===== src/core/icp_consts.svh =====
// register offsets, field positions and reset values of the interrupt block
`ifndef ICP_CONSTS_SVH
`define ICP_CONSTS_SVH

// ----------------------------------------------------------------
// register offsets
// ----------------------------------------------------------------
`define ICP_OFS_EN0      8'ha8
`define ICP_OFS_EN1      8'ha9
`define ICP_OFS_EN2      8'haa
`define ICP_OFS_EN3      8'hab
`define ICP_OFS_PEND     8'hac
`define ICP_OFS_SENSE    8'had
`define ICP_OFS_POLA     8'hae
`define ICP_OFS_PINEN    8'haf
`define ICP_OFS_PRIO_LO  8'hb8
`define ICP_OFS_PRIO_HI  8'hf8
`define ICP_OFS_STAT     8'hb0
`define ICP_OFS_MASK     8'hb1

// ----------------------------------------------------------------
// reset values
// ----------------------------------------------------------------
`define ICP_RST_BYTE     8'h00
`define ICP_RST_STAT     4'h0

// ----------------------------------------------------------------
// fields
// ----------------------------------------------------------------
`define ICP_GLOBAL_BIT   7
`define ICP_EN0_RW_MASK  8'hbf
`define ICP_LOW6_MASK    8'h3f
`define ICP_EXT_MASK     8'h03
// sources that really exist: ext0/1, timer0/1, converter, watchdog, interval
`define ICP_SRC_MASK     24'h646006
`define ICP_NUM_EXT0     5'h01
`define ICP_NUM_EXT1     5'h02
// status bits: ext0 set, ext1 set, vector taken, service returned
`define ICP_ST_EXT0      0
`define ICP_ST_EXT1      1
`define ICP_ST_TAKEN     2
`define ICP_ST_RET       3

`endif


===== src/core/icp_pkg.sv =====
// types shared by the interrupt enable and priority block
package icp_pkg;

	// ----------------------------------------------------------------
	// register port request
	// ----------------------------------------------------------------
	typedef struct packed {
		logic [7:0] addr;
		logic [7:0] wdata;
		logic       wr;
		logic       rd;
	} icp_bus_type;

	typedef logic [1:0] icp_level_type;

	// request presented to the core
	typedef struct packed {
		logic          valid;
		logic [4:0]    num;
		icp_level_type level;
	} icp_vec_type;

endpackage : icp_pkg


===== src/core/icp_ctrl.sv =====
// interrupt enable, priority and external interrupt logic
// Function
// global enable bit gates every maskable source
// enable 0 bit2 ext1, bit1 ext0
// enable 2 bit2 timer1, bit1 timer0
// enable 3 interval, watchdog, converter bits
// enable 1 gates no source
// two-bit group level from two registers
// pending flag sets on condition, zero-write clears
// sense bit zero level, one edge
// level mode: polarity picks high or low
// edge mode: polarity picks rising or falling
// pin enable bit gates external interrupt
// taken vector clears its external pending flag
// six groups of four consecutive sources
// equal level: lower number wins
// preempt only by strictly higher level
// external pins synchronised before detection
// request needs global, source enable, pending
//
// Implementation choice: the address-and-strobe port.
`include "icp_consts.svh"
`timescale 1ns/1ps
`default_nettype none

module icp_ctrl (
	input  wire logic                ref_clk,    // 40 MHz system clock
	input  wire logic                rst,        // async reset, high
	input  wire icp_pkg::icp_bus_type bus_req,   // register port request
	output var  logic [7:0]          bus_rdata,  // read data, next cycle
	input  wire logic [1:0]          ext_pin,    // external interrupt pins
	input  wire logic [23:0]         periph_req, // peripheral requests
	input  wire logic                irq_ack,    // core takes the vector
	input  wire logic                irq_ret,    // core ends a service
	output var  icp_pkg::icp_vec_type irq_vec,   // request to the core
	output var  logic                sys_irq     // unmasked status event
);

	// ----------------------------------------------------------------
	// helpers
	// ----------------------------------------------------------------
	function automatic icp_pkg::icp_level_type lvl_of(
		input logic [4:0] n, input logic [7:0] lo, input logic [7:0] hi);
		logic [2:0] g;
		g = n[4:2];
		return {hi[g], lo[g]};
	endfunction : lvl_of

	function automatic logic [2:0] top_lvl(input logic [3:0] s);
		logic [2:0] r;
		r = 3'h0;
		for (int k = 0; k < 4; k++) begin
			if (s[k]) begin
				r = {1'b1, 2'(k)};
			end
		end
		return r;
	endfunction : top_lvl

	// ----------------------------------------------------------------
	// registers
	// ----------------------------------------------------------------
	logic [7:0] en0_r, en1_r, en2_r, en3_r;
	logic [7:0] prio_lo_r, prio_hi_r;
	logic [7:0] sense_r, pola_r, pinen_r;
	logic [1:0] pend_r, pend_nxt;
	logic [3:0] stat_r, mask_r, stat_set;
	logic [3:0] svc_r;
	logic [1:0] ext_s1, ext_s2, ext_s3;
	logic [1:0] cond, set_ext;
	logic       wr_en0, wr_en1, wr_en2, wr_en3, wr_lo, wr_hi;
	logic       wr_pend, wr_sense, wr_pola, wr_pinen, wr_stat, wr_mask;
	logic [23:0] en_vec, req_vec, pend_vec;
	logic        best_any;
	logic [4:0]  best_num;
	icp_pkg::icp_level_type best_lvl;
	logic [2:0]  cur;
	logic        may_req;
	logic [1:0]  ack_clr;

	assign wr_en0   = bus_req.wr && bus_req.addr == `ICP_OFS_EN0;
	assign wr_en1   = bus_req.wr && bus_req.addr == `ICP_OFS_EN1;
	assign wr_en2   = bus_req.wr && bus_req.addr == `ICP_OFS_EN2;
	assign wr_en3   = bus_req.wr && bus_req.addr == `ICP_OFS_EN3;
	assign wr_lo    = bus_req.wr && bus_req.addr == `ICP_OFS_PRIO_LO;
	assign wr_hi    = bus_req.wr && bus_req.addr == `ICP_OFS_PRIO_HI;
	assign wr_pend  = bus_req.wr && bus_req.addr == `ICP_OFS_PEND;
	assign wr_sense = bus_req.wr && bus_req.addr == `ICP_OFS_SENSE;
	assign wr_pola  = bus_req.wr && bus_req.addr == `ICP_OFS_POLA;
	assign wr_pinen = bus_req.wr && bus_req.addr == `ICP_OFS_PINEN;
	assign wr_stat  = bus_req.wr && bus_req.addr == `ICP_OFS_STAT;
	assign wr_mask  = bus_req.wr && bus_req.addr == `ICP_OFS_MASK;

	// bits 6 and 7 read zero, except global bit 7 of enable 0; bits of absent sources keep their value but reach no source
	always_ff @(posedge ref_clk or posedge rst) begin
		if (rst) begin
			en0_r <= `ICP_RST_BYTE;
			en1_r <= `ICP_RST_BYTE;
			en2_r <= `ICP_RST_BYTE;
			en3_r <= `ICP_RST_BYTE;
		end else begin
			if (wr_en0) begin
				en0_r <= bus_req.wdata & `ICP_EN0_RW_MASK;
			end
			if (wr_en1) begin
				en1_r <= bus_req.wdata & `ICP_LOW6_MASK;
			end
			if (wr_en2) begin
				en2_r <= bus_req.wdata & `ICP_LOW6_MASK;
			end
			if (wr_en3) begin
				en3_r <= bus_req.wdata & `ICP_LOW6_MASK;
			end
		end
	end

	always_ff @(posedge ref_clk or posedge rst) begin
		if (rst) begin
			prio_lo_r <= `ICP_RST_BYTE;
			prio_hi_r <= `ICP_RST_BYTE;
		end else begin
			if (wr_lo) begin
				prio_lo_r <= bus_req.wdata & `ICP_LOW6_MASK;
			end
			if (wr_hi) begin
				prio_hi_r <= bus_req.wdata & `ICP_LOW6_MASK;
			end
		end
	end

	always_ff @(posedge ref_clk or posedge rst) begin
		if (rst) begin
			sense_r <= `ICP_RST_BYTE;
			pola_r  <= `ICP_RST_BYTE;
			pinen_r <= `ICP_RST_BYTE;
		end else begin
			if (wr_sense) begin
				sense_r <= bus_req.wdata;
			end
			if (wr_pola) begin
				pola_r <= bus_req.wdata;
			end
			if (wr_pinen) begin
				pinen_r <= bus_req.wdata;
			end
		end
	end

	// ----------------------------------------------------------------
	// external pins
	// ----------------------------------------------------------------
	// third stage only remembers the last synchronised level for edges
	always_ff @(posedge ref_clk or posedge rst) begin
		if (rst) begin
			ext_s1 <= 2'h0;
			ext_s2 <= 2'h0;
			ext_s3 <= 2'h0;
		end else begin
			ext_s1 <= ext_pin;
			ext_s2 <= ext_s1;
			ext_s3 <= ext_s2;
		end
	end

	always_comb begin
		for (int k = 0; k < 2; k++) begin
			if (sense_r[k]) begin
				cond[k] = pola_r[k] ? (ext_s3[k] && !ext_s2[k])
				                    : (!ext_s3[k] && ext_s2[k]);
			end else begin
				cond[k] = pola_r[k] ? !ext_s2[k] : ext_s2[k];
			end
		end
	end

	assign set_ext = cond & pinen_r[1:0];
	assign ack_clr[0] = irq_ack && irq_vec.valid
	                    && irq_vec.num == `ICP_NUM_EXT0;
	assign ack_clr[1] = irq_ack && irq_vec.valid
	                    && irq_vec.num == `ICP_NUM_EXT1;

	// a new condition wins over a clear in the same cycle
	always_comb begin
		pend_nxt = pend_r;
		if (wr_pend) begin
			pend_nxt = pend_r & bus_req.wdata[1:0];
		end
		pend_nxt = (pend_nxt & ~ack_clr) | set_ext;
	end

	always_ff @(posedge ref_clk or posedge rst) begin
		if (rst) begin
			pend_r <= 2'h0;
		end else begin
			pend_r <= pend_nxt;
		end
	end

	// ----------------------------------------------------------------
	// arbitration
	// ----------------------------------------------------------------
	assign en_vec = {en3_r[5:0], en2_r[5:0], en1_r[5:0], en0_r[5:0]}
	              & `ICP_SRC_MASK
	              & {24{en0_r[`ICP_GLOBAL_BIT]}};
	assign req_vec = {periph_req[23:3], pend_r[1], pend_r[0],
	                  periph_req[0]};
	assign pend_vec = req_vec & en_vec;

	// scan from the top so that ties fall to the lower number
	always_comb begin
		best_any = 1'b0;
		best_num = 5'h00;
		best_lvl = 2'h0;
		for (int i = 23; i >= 0; i--) begin
			if (pend_vec[i] &&
			    (!best_any || lvl_of(5'(i), prio_lo_r, prio_hi_r)
			                  >= best_lvl)) begin
				best_any = 1'b1;
				best_num = 5'(i);
				best_lvl = lvl_of(5'(i), prio_lo_r, prio_hi_r);
			end
		end
	end

	assign cur = top_lvl(svc_r);
	assign may_req = best_any && (!cur[2] || best_lvl > cur[1:0]);

	always_ff @(posedge ref_clk or posedge rst) begin
		if (rst) begin
			irq_vec <= '0;
		end else begin
			irq_vec.valid <= may_req && !irq_ack;
			irq_vec.num   <= best_num;
			irq_vec.level <= best_lvl;
		end
	end

	// one in-service bit per level; a return retires the highest
	always_ff @(posedge ref_clk or posedge rst) begin
		if (rst) begin
			svc_r <= 4'h0;
		end else if (irq_ack && irq_vec.valid) begin
			svc_r[irq_vec.level] <= 1'b1;
		end else if (irq_ret && cur[2]) begin
			svc_r[cur[1:0]] <= 1'b0;
		end
	end

	// ----------------------------------------------------------------
	// status and interrupt line
	// ----------------------------------------------------------------
	assign stat_set = {irq_ret, irq_ack && irq_vec.valid,
	                   set_ext[1] && !pend_r[1], set_ext[0] && !pend_r[0]};

	always_ff @(posedge ref_clk or posedge rst) begin
		if (rst) begin
			stat_r <= `ICP_RST_STAT;
			mask_r <= `ICP_RST_STAT;
		end else begin
			stat_r <= (stat_r & ~({4{wr_stat}} & bus_req.wdata[3:0]))
			        | stat_set;
			if (wr_mask) begin
				mask_r <= bus_req.wdata[3:0];
			end
		end
	end

	always_ff @(posedge ref_clk or posedge rst) begin
		if (rst) begin
			sys_irq <= 1'b0;
		end else begin
			sys_irq <= |(stat_r & mask_r);
		end
	end

	// ----------------------------------------------------------------
	// read port
	// ----------------------------------------------------------------
	always_ff @(posedge ref_clk or posedge rst) begin
		if (rst) begin
			bus_rdata <= 8'h00;
		end else if (bus_req.rd) begin
			case (bus_req.addr)
				`ICP_OFS_EN0:     bus_rdata <= en0_r;
				`ICP_OFS_EN1:     bus_rdata <= en1_r;
				`ICP_OFS_EN2:     bus_rdata <= en2_r;
				`ICP_OFS_EN3:     bus_rdata <= en3_r;
				`ICP_OFS_PRIO_LO: bus_rdata <= prio_lo_r;
				`ICP_OFS_PRIO_HI: bus_rdata <= prio_hi_r;
				`ICP_OFS_PEND:    bus_rdata <= {6'h00, pend_r};
				`ICP_OFS_SENSE:   bus_rdata <= sense_r;
				`ICP_OFS_POLA:    bus_rdata <= pola_r;
				`ICP_OFS_PINEN:   bus_rdata <= pinen_r;
				`ICP_OFS_STAT:    bus_rdata <= {4'h0, stat_r};
				`ICP_OFS_MASK:    bus_rdata <= {4'h0, mask_r};
				default:          bus_rdata <= 8'h00;
			endcase
		end else begin
			bus_rdata <= 8'h00;
		end
	end

	// ----------------------------------------------------------------
	// checks
	// ----------------------------------------------------------------
	global_off_a: assert property (
		@(posedge ref_clk) disable iff (rst)
		!en0_r[`ICP_GLOBAL_BIT] |=> !irq_vec.valid)
		else $error("request with global enable off");

	timer_gate_a: assert property (
		@(posedge ref_clk) disable iff (rst)
		irq_vec.valid && irq_vec.num == 5'h0d |-> $past(en2_r[1]))
		else $error("timer0 request while disabled");

	flag_clear_a: assert property (
		@(posedge ref_clk) disable iff (rst)
		wr_pend && !bus_req.wdata[0] && !set_ext[0] |=> !pend_r[0])
		else $error("pending flag not cleared by write");

	level_low_a: assert property (
		@(posedge ref_clk) disable iff (rst)
		!sense_r[0] && pola_r[0] && pinen_r[0] && !ext_s2[0]
		|=> pend_r[0])
		else $error("low level did not set flag");

	rise_edge_a: assert property (
		@(posedge ref_clk) disable iff (rst)
		sense_r[1] && !pola_r[1] && pinen_r[1] && ext_s2[1] && !ext_s3[1]
		|=> pend_r[1])
		else $error("rising edge did not set flag");

	pin_gate_a: assert property (
		@(posedge ref_clk) disable iff (rst)
		$rose(pend_r[0]) |-> $past(pinen_r[0]))
		else $error("flag set with pin disabled");

	ack_clear_a: assert property (
		@(posedge ref_clk) disable iff (rst)
		ack_clr[1] && !set_ext[1] |=> !pend_r[1])
		else $error("taken vector left flag set");

	preempt_lvl_a: assert property (
		@(posedge ref_clk) disable iff (rst)
		irq_vec.valid && cur[2] |-> irq_vec.level > cur[1:0])
		else $error("request not above running level");

	ext_gate_a: assert property (
		@(posedge ref_clk) disable iff (rst)
		irq_vec.valid && irq_vec.num == `ICP_NUM_EXT1
		|-> $past(en0_r[2] && pend_r[1]))
		else $error("ext1 request without enable and flag");

	conv_gate_a: assert property (
		@(posedge ref_clk) disable iff (rst)
		irq_vec.valid && irq_vec.num == 5'h12 |-> $past(en3_r[0]))
		else $error("converter request while disabled");

	empty_group_a: assert property (
		@(posedge ref_clk) disable iff (rst)
		irq_vec.valid |-> irq_vec.num < 5'h06 || irq_vec.num > 5'h0b)
		else $error("request from a source with no enable");

	edge_hold_a: assert property (
		@(posedge ref_clk) disable iff (rst)
		sense_r[0] && !pend_r[0] && ext_s2[0] == ext_s3[0] |=> !pend_r[0])
		else $error("edge mode flag set without an edge");

	group_level_a: assert property (
		@(posedge ref_clk) disable iff (rst)
		irq_vec.valid && irq_vec.num == 5'h0d
		|-> irq_vec.level == $past({prio_hi_r[3], prio_lo_r[3]}))
		else $error("timer0 level not from group three");

	irq_line_a: assert property (
		@(posedge ref_clk) disable iff (rst)
		##1 sys_irq == $past(|(stat_r & mask_r)))
		else $error("interrupt line mismatch");

endmodule : icp_ctrl

`default_nettype wire


===== config.mk =====
export PLATFORM = sky130hd
export DESIGN_NAME = icp_ctrl
export DESIGN_NICKNAME = d
export VERILOG_FILES = /design/src/core/icp_pkg.sv /design/src/core/icp_ctrl.sv
export VERILOG_INCLUDE_DIRS = /design/src /design/src/core
export SDC_FILE = /design/constraint.sdc
export NUM_CORES = 1
export LEC_CHECK = 0
export BUFFER_PORTS_ARGS = -buffer_cell sky130_fd_sc_hd__buf_2
export CORE_AREA = 2 2 133 135
export CTS_CLUSTER_SIZE = 8
export DETAILED_ROUTE_END_ITERATION = 16
export DIE_AREA = 0 0 135 137
export PLACE_DENSITY = 0.47
export SLEW_MARGIN = 5
export SYNTH_ARGS = -nofsm -noshare
export SYNTH_HDL_FRONTEND = slang
export SYNTH_SLANG_ARGS = --single-unit
export TNS_END_PERCENT = 50

===== constraint.sdc =====
create_clock -name ref_clk -period 16 [get_ports ref_clk]
set_clock_uncertainty 0.15 [all_clocks]
set_input_delay 4 -clock ref_clk [delete_from_list [all_inputs] [get_ports ref_clk]]
set_output_delay 4 -clock ref_clk [all_outputs]
set_load 0.1 [all_outputs]

==> impl_metrics.env, run 1 <==
export IMPL_status="complete, no violations"
export IMPL_synth_distinct_cells=64
export IMPL_max_stage_delay_ns=0.39
export IMPL_synth_edf_count=0
export IMPL_num_vias=3635
export IMPL_post_route_period_util_pct=71.7
export IMPL_die_h_um=137
export IMPL_peakVddDrop_uv=55.0
export IMPL_path_common_cell="ha_1"
export IMPL_ff2ff_path_depth=35
export IMPL_met1_length_um=6360
export IMPL_grt_pass1_wl_um=20900
export IMPL_area_growth_pct=14.1
export IMPL_synth_top_area_cell="dfrtp_1"
export IMPL_cts_max_level=3
export IMPL_vias_per_cell=5.13
export IMPL_chipWidth_um=135
export IMPL_fin_crit_ns=11.47
export IMPL_antenna_found_initial=1
export IMPL_top_layer="met4"
export IMPL_wl_um=13100
export IMPL_startpoint="periph_req[22]"
export IMPL_syn_cell_area_um2=5060
export IMPL_worst_pin_slew_ns=0.846
export IMPL_slew_headroom_pct=43.6
export IMPL_endpoint_kind="register"
export IMPL_grt_use_total_pct=14.9
export IMPL_detail_route_iter0_violations=286
export IMPL_slew_violations=0
export IMPL_whs_endpoint="ext_s2[1]"
export IMPL_p_leak_nw=2.67
export IMPL_clockBufferDepth=2
export IMPL_async_flop_share_pct=100
export IMPL_post_cts_buffers=0
export IMPL_max_freq_mhz=87.2
export IMPL_whs_path_depth=0
export IMPL_holdBufCountCts=0
export IMPL_clock_sinks=98
export IMPL_antenna_left=0
export IMPL_grt_pass1_vias=3673
export IMPL_hold_start="ext_s1[1]"
export IMPL_layout_drive_gt1_share_pct=32.9
export IMPL_synthTopCellsByArea="dfrtp_1, mux2_2, nand2_1"
export IMPL_cts_buffers=9
export IMPL_path_depth=36
export IMPL_gr_total_overflow=0
export IMPL_grt_max_degree=67
export IMPL_nets=536
export IMPL_synth_nets=497
export IMPL_io_pins=65
export IMPL_wl_per_cell_um=18.5
export IMPL_dieArea_um2=18500
export IMPL_synth_warnings=0
export IMPL_synth_avg_cell_area_um2=11.5
export IMPL_reg2reg_slack_ns=7.57
export IMPL_clk_insertion_delay_late_ns=0.35
export IMPL_r2r_start="en0_r[7]"
export IMPL_hpwl_um=9540
export IMPL_ys_ff_latch=98
export IMPL_cts_resized=0
export IMPL_cp_data_required_time_ns=16.10
export IMPL_start_util_pct=29.7
export IMPL_drv_cap=0
export IMPL_final_util_pct=33.9
export IMPL_first_pass_iters=4
export IMPL_drc_errors=0
export IMPL_power_density_nw_per_um2=90.1
export IMPL_gp_congestion=0.806
export IMPL_worstPathArrival_ns=11.57
export IMPL_rsz0062_at_grt="false"
export IMPL_seq_area_frac_synth_pct=48.5
export IMPL_reg2reg_to="irq_vec[7]"
export IMPL_critPathBufInv=1
export IMPL_ys_flop_type="dfrtp_1"
export IMPL_postSynthCellCount=439
export IMPL_critPathMaxFanout=8
export IMPL_fin_setup_tns_ns=0
export IMPL_rows=48
export IMPL_critPathKind="in -> reg"
export IMPL_routed_wl_met2_um=6110
export IMPL_cts_tree="built"
export IMPL_clk_pin_slew_ns=0.07
export IMPL_coreArea_um2=17100
export IMPL_hold_class="reg -> reg"
export IMPL_hold_violations=0
export IMPL_start_kind="primary input"
export IMPL_finalSetupViolations=0
export IMPL_route_met3_wl_um=467
export IMPL_total_power_mw=0.520
export IMPL_synth_top_area_share_pct=48.5
export IMPL_worst_hold_slack_ns=0.205
export IMPL_cp_slowest_cell="mux2_2"
export IMPL_crit_family="simple AND/OR/NAND/NOR gates"
export IMPL_cts_root_buf="clkbuf_16"
export IMPL_port_buffers=45
[metrics by stage]
| stage | setup WS, ns | cells | instance area (um2) |
|---|---|---|---|
| 6_report | 4.53 | 709 | 5780 |
| 5_1_grt | 4.04 | 709 | 5780 |
| 4_1_cts | 4.50 | 708 | 5770 |
| 3_5_place_dp | 4.16 | 692 | 5480 |
| 3_3_place_gp | 4.31 | 692 | 5480 |
| 2_1_floorplan | 5.06 | 439 | 5060 |
[cell usage in the layout (no fill, tap or decap), types with 3 or more instances in the layout]
master and count:
nand4_1 3, mux2_2 65, nor2b_1 4, a32oi_1 4
nor2_1 22, and3_1 3, nor3_4 4, mux2i_1 12
nand2_1 37, a31oi_1 3, mux2_4 7, o21ai_0 18
nand3_1 18, nor2_2 3, a221oi_1 4, a21o_1 3
a22oi_1 9, nand2b_1 8, ha_1 10, and2_1 3
a21oi_1 19, clkbuf_16 9, inv_1 10, a22o_1 4
buf_2 45, nand3b_1 3, dfrtp_1 98
[area by class of cell]
cell class,count,area (um2)
fillers,1741,11300
multi-input cells,311,2470
flip-flops and latches,98,2450
well taps,225,282
clock buffers,12,256
repair buffers,46,233
inverters,12,47.5
clock inverters,4,33.8
diodes,1,2.50
[worst max path at each step]
| stage | end |
|---|---|
| after CTS | irq_vec[7] |
| after floorplan | irq_vec[7] |
| after detailed placement | irq_vec[7] |
| after global placement | irq_vec[7] |
| after global routing | irq_vec[7] |
| final | irq_vec[7] |
[state kept, by name, indices dropped and copies added, names as in the netlist, 6 cells and up]
register   flops
en2_r          6
bus_rdata      8
pinen_r        8
prio_hi_r      6
sense_r        8
en0_r          7
irq_vec        8
en1_r          6
prio_lo_r      6
en3_r          6
pola_r         8
[Yosys cell counts (3+ instances only)]
| library cell | count |
|---|---|
| a31oi_1 | 3 |
| nand3b_1 | 3 |
| a32oi_1 | 4 |
| mux2i_1 | 12 |
| nand2b_1 | 8 |
| buf_2 | 9 |
| a22oi_1 | 9 |
| inv_1 | 11 |
| nand3_1 | 18 |
| and2_1 | 3 |
| dfrtp_1 | 98 |
| nand4_1 | 3 |
| a221oi_1 | 4 |
| mux2_2 | 65 |
| ha_1 | 10 |
| nor3_4 | 4 |
| mux2_4 | 7 |
| nor2_1 | 22 |
| o21ai_0 | 18 |
| clkbuf_1 | 5 |
| a22o_1 | 4 |
| nand2_1 | 37 |
| a21o_1 | 3 |
| nor2b_1 | 4 |
| a21oi_1 | 19 |
| nor2_2 | 3 |
| and3_1 | 3 |
[metal layers]
layer  GRT usage (%)  up-vias
li1                -     1706
met1            21.1     1845
met2            23.0       69
met3            2.37       15
met4            5.67        0
met5               0        -
[cells by family after synthesis]
kind of cell | Yosys count | synth area share [%]
AND/OR/NAND/NOR | 129 | 14.5
flip-flops | 98 | 48.5
AO/OA/AOI/OAI | 86 | 12.0
multiplexers | 86 | 19.8
buffers and inverters | 30 | 2.74
adder cells (fa/ha/maj) | 10 | 2.47
[power by group]
group	switching [mW]	leakage, nW	internal, mW
Combinational	0.0273	1.22	0.0157
Sequential	0.00845	1.32	0.257
Clock	0.0961	0.139	0.115
Total	0.132	2.67	0.388
[worst reg2reg max path: cells and delay by family (launching register included)]
| family | cells | cell delay, ns |
|---|---|---|
| and+or+nand+nor | 14 | 2.44 |
| AOI/OAI and AO/OA | 10 | 1.89 |
| adders and majority gates | 6 | 1.57 |
| muxes | 4 | 1.45 |
| DFF | 1 | 0.66 |
| buffers and inverters | 1 | 0.21 |
No activity file was read; power rests on OpenSTA's default activity.
==> run 2, diff against run 1 <==
- ABC_AREA: default -> 1
- CORE_AREA: 2 2 133 135 -> 2 2 131 133
- DIE_AREA: 0 0 135 137 -> 0 0 133 135
- PLACE_DENSITY: 0.47 -> 0.48
- clock period: 16 -> 9.4 ns (I/O delays scaled with it)
==> run 2 against run 1 <==
  * Clock power increased by 63%
  * Synthesized cell count increased by 35%
  * Hold slack got worse by 0.0031 ns
  * Setup slack got worse by 3.2 ns
  * Critical path depth increased by 10
  * Die area decreased by 2.9%
  * Final cell count increased by 21%
  * Combinational power increased by 72%
  * Wire length decreased by 0.63%
==> impl_metrics.env, run 2 <==
export IMPL_wl_um=13000
export IMPL_start_util_pct=29.9
export IMPL_layout_common_cells="nand2_1, dfrtp_1, inv_1"
export IMPL_grt_use_total_pct=15.1
export IMPL_coreArea_um2=16400
export IMPL_synth_avg_cell_area_um2=8.31
export IMPL_cts_tree="built"
export IMPL_clk_insertion_delay_late_ns=0.34
export IMPL_cts_root_buf="clkbuf_16"
export IMPL_first_pass_iters=5
export IMPL_ys_ff_latch=98
export IMPL_rows=47
export IMPL_hpwl_um=9800
export IMPL_syn_cell_area_um2=4910
export IMPL_hold_class="reg -> reg"
export IMPL_io_pins=65
export IMPL_place_inst=845
export IMPL_worstPathArrival_ns=8.10
export IMPL_worst_pin_slew_ns=0.688
export IMPL_post_route_period_util_pct=85.3
export IMPL_grt_max_degree=55
export IMPL_ys_flop_type="dfrtp_1"
export IMPL_max_freq_mhz=125
export IMPL_endpoint_kind="register"
export IMPL_gr_total_overflow=0
export IMPL_crit_family="simple AND/OR/NAND/NOR gates"
export IMPL_drv_cap=0
export IMPL_clock_sinks=98
export IMPL_path_common_cell="nand2_1"
export IMPL_synth_top_area_cell="dfrtp_1"
export IMPL_postSynthCellCount=591
export IMPL_nets=694
export IMPL_synth_top_area_share_pct=49.9
export IMPL_max_stage_delay_ns=0.28
export IMPL_peakVddDrop_uv=86.6
export IMPL_yosys_top_cells_count="nand2_1, dfrtp_1, inv_1"
export IMPL_slew_headroom_pct=54.1
export IMPL_finalSetupViolations=0
export IMPL_clk_pin_slew_ns=0.07
export IMPL_port_buffers=45
export IMPL_hold_violations=0
export IMPL_cp_slowest_cell="ha_1"
export IMPL_layout_drive_gt1_share_pct=16.5
export IMPL_area_growth_pct=14.2
export IMPL_final_util_pct=34.2
export IMPL_p_leak_nw=2.76
export IMPL_grt_pass1_wl_um=21000
export IMPL_antenna_found_initial=0
export IMPL_cts_max_level=3
export IMPL_clockBufferDepth=2
export IMPL_cts_buffers=9
export IMPL_vias_per_cell=4.70
export IMPL_grt_pass1_vias=3908
export IMPL_dieArea_um2=18000
export IMPL_synth_distinct_cells=40
export IMPL_slew_violations=0
export IMPL_finalNonFillerCells=861
export IMPL_n_antenna_cell=0
export IMPL_gp_congestion=0.851
export IMPL_synth_edf_count=0
export IMPL_rsz0062_at_grt="false"
export IMPL_synth_warnings=0
export IMPL_chipWidth_um=133
export IMPL_synth_nets=649
export IMPL_async_flop_share_pct=100
export IMPL_start_kind="primary input"
export IMPL_critPathKind="in -> reg"
export IMPL_fillCellCount=1732
export IMPL_die_h_um=135
export IMPL_cts_resized=0
export IMPL_fin_crit_ns=8.02
export IMPL_critPathBufInv=6
export IMPL_antenna_left=0
export IMPL_num_vias=4046
export IMPL_synthTopCellsByArea="dfrtp_1, nand2_1, o21ai_0"
export IMPL_power_density_nw_per_um2=156
export IMPL_critPathMaxFanout=11
export IMPL_final_common_cell="nand2_1"
export IMPL_cp_data_required_time_ns=9.48
export IMPL_seq_area_frac_synth_pct=49.9
export IMPL_yosysMostFrequentCell="nand2_1"
export IMPL_worst_hold_slack_ns=0.202
export IMPL_drc_errors=0
export IMPL_wl_per_cell_um=15.2
export IMPL_detail_route_iter0_violations=244
export IMPL_fin_setup_tns_ns=0
export IMPL_post_cts_buffers=0
export IMPL_holdBufCountCts=0
export IMPL_status="complete, no violations"
run 2: cell count changes in the layout (fill, tap and decap cells not counted), moves of 12 or more:
cell / change
inv_1: +44
mux2i_1: -12
mux2_2: -65
o21ai_1: +35
nand2_1: +162
o21ai_0: +28
run 2: layer usage:
| layer | global-route usage [%] | share of wire, % |
|---|---|---|
| met5 | 0 | 0 |
| met4 | 7.29 | 2.8 |
| met3 | 2.10 | 3.4 |
| met2 | 23.9 | 46 |
| met1 | 20.5 | 48 |
run 2: logic make-up (layout without fill, tap and decap cells):
| logic type | count (synthesis) | after routing | share of synthesized area [%] |
|---|---|---|---|
| fa+ha+maj | 10 | 10 | 2.55 |
| simple gates | 295 | 295 | 27.5 |
| buf+inv | 73 | 123 | 6.40 |
| flops | 98 | 98 | 49.9 |
| compound gates | 115 | 115 | 13.6 |
run 2: cell type report:
cell class	instances	area, um2	share of cell area (%)
sequential	98	2450	43.7
timing repair buffer	46	233	4.15
clock buffer	10	229	4.08
inverter	61	233	4.15
multi-input combinational	420	2140	38.2
tap	220	275	4.91
clock inverter	6	40.0	0.714
run 2: worst paths after layout:
| check | start | slack [ns] | cells past startpoint | to |
|---|---|---|---|---|
| worst min register to register | ext_s1[0] | 0.20 | 0 | ext_s2[0] |
| worst max register to register | en0_r[7] | 2.79 | 45 | irq_vec[7] |
| min in group asynchronous | rst | 1.92 | 2 | bus_rdata[6] |
| worst min-delay path | ext_s1[0] | 0.20 | 0 | ext_s2[0] |
| worst max-delay path | periph_req[21] | 1.38 | 46 | irq_vec[7] |
| max in group asynchronous | rst | 6.09 | 3 | irq_vec[6] |
run 2: worst register-to-register path: cells and delay by family (launching register included):
kind	cells	cell delay [ns]
DFF	1	0.65
and+or+nand+nor	23	2.33
buffers and inverters	5	0.35
AOI/OAI and AO/OA	11	1.47
adders and majority gates	6	1.56
run 2: through the flow:
step           power, mW  worst slack [ns]  instance area, um2
2_1_floorplan      0.508              1.87                4910
3_3_place_gp       0.534              1.15                5340
3_5_place_dp       0.537              1.02                5340
4_1_cts            0.883              1.36                5610
5_1_grt            0.910             0.727                5610
6_report           0.872              1.38                5610
run 2: report_power, final:
part / internal [mW] / total [mW] / leakage (nW) / switching [mW]
sequential: 0.440 / 0.454 / 1.29 / 0.0134
clock: 0.180 / 0.344 / 0.133 / 0.164
combinational: 0.0213 / 0.0740 / 1.34 / 0.0526
total: 0.642 / 0.872 / 2.76 / 0.230
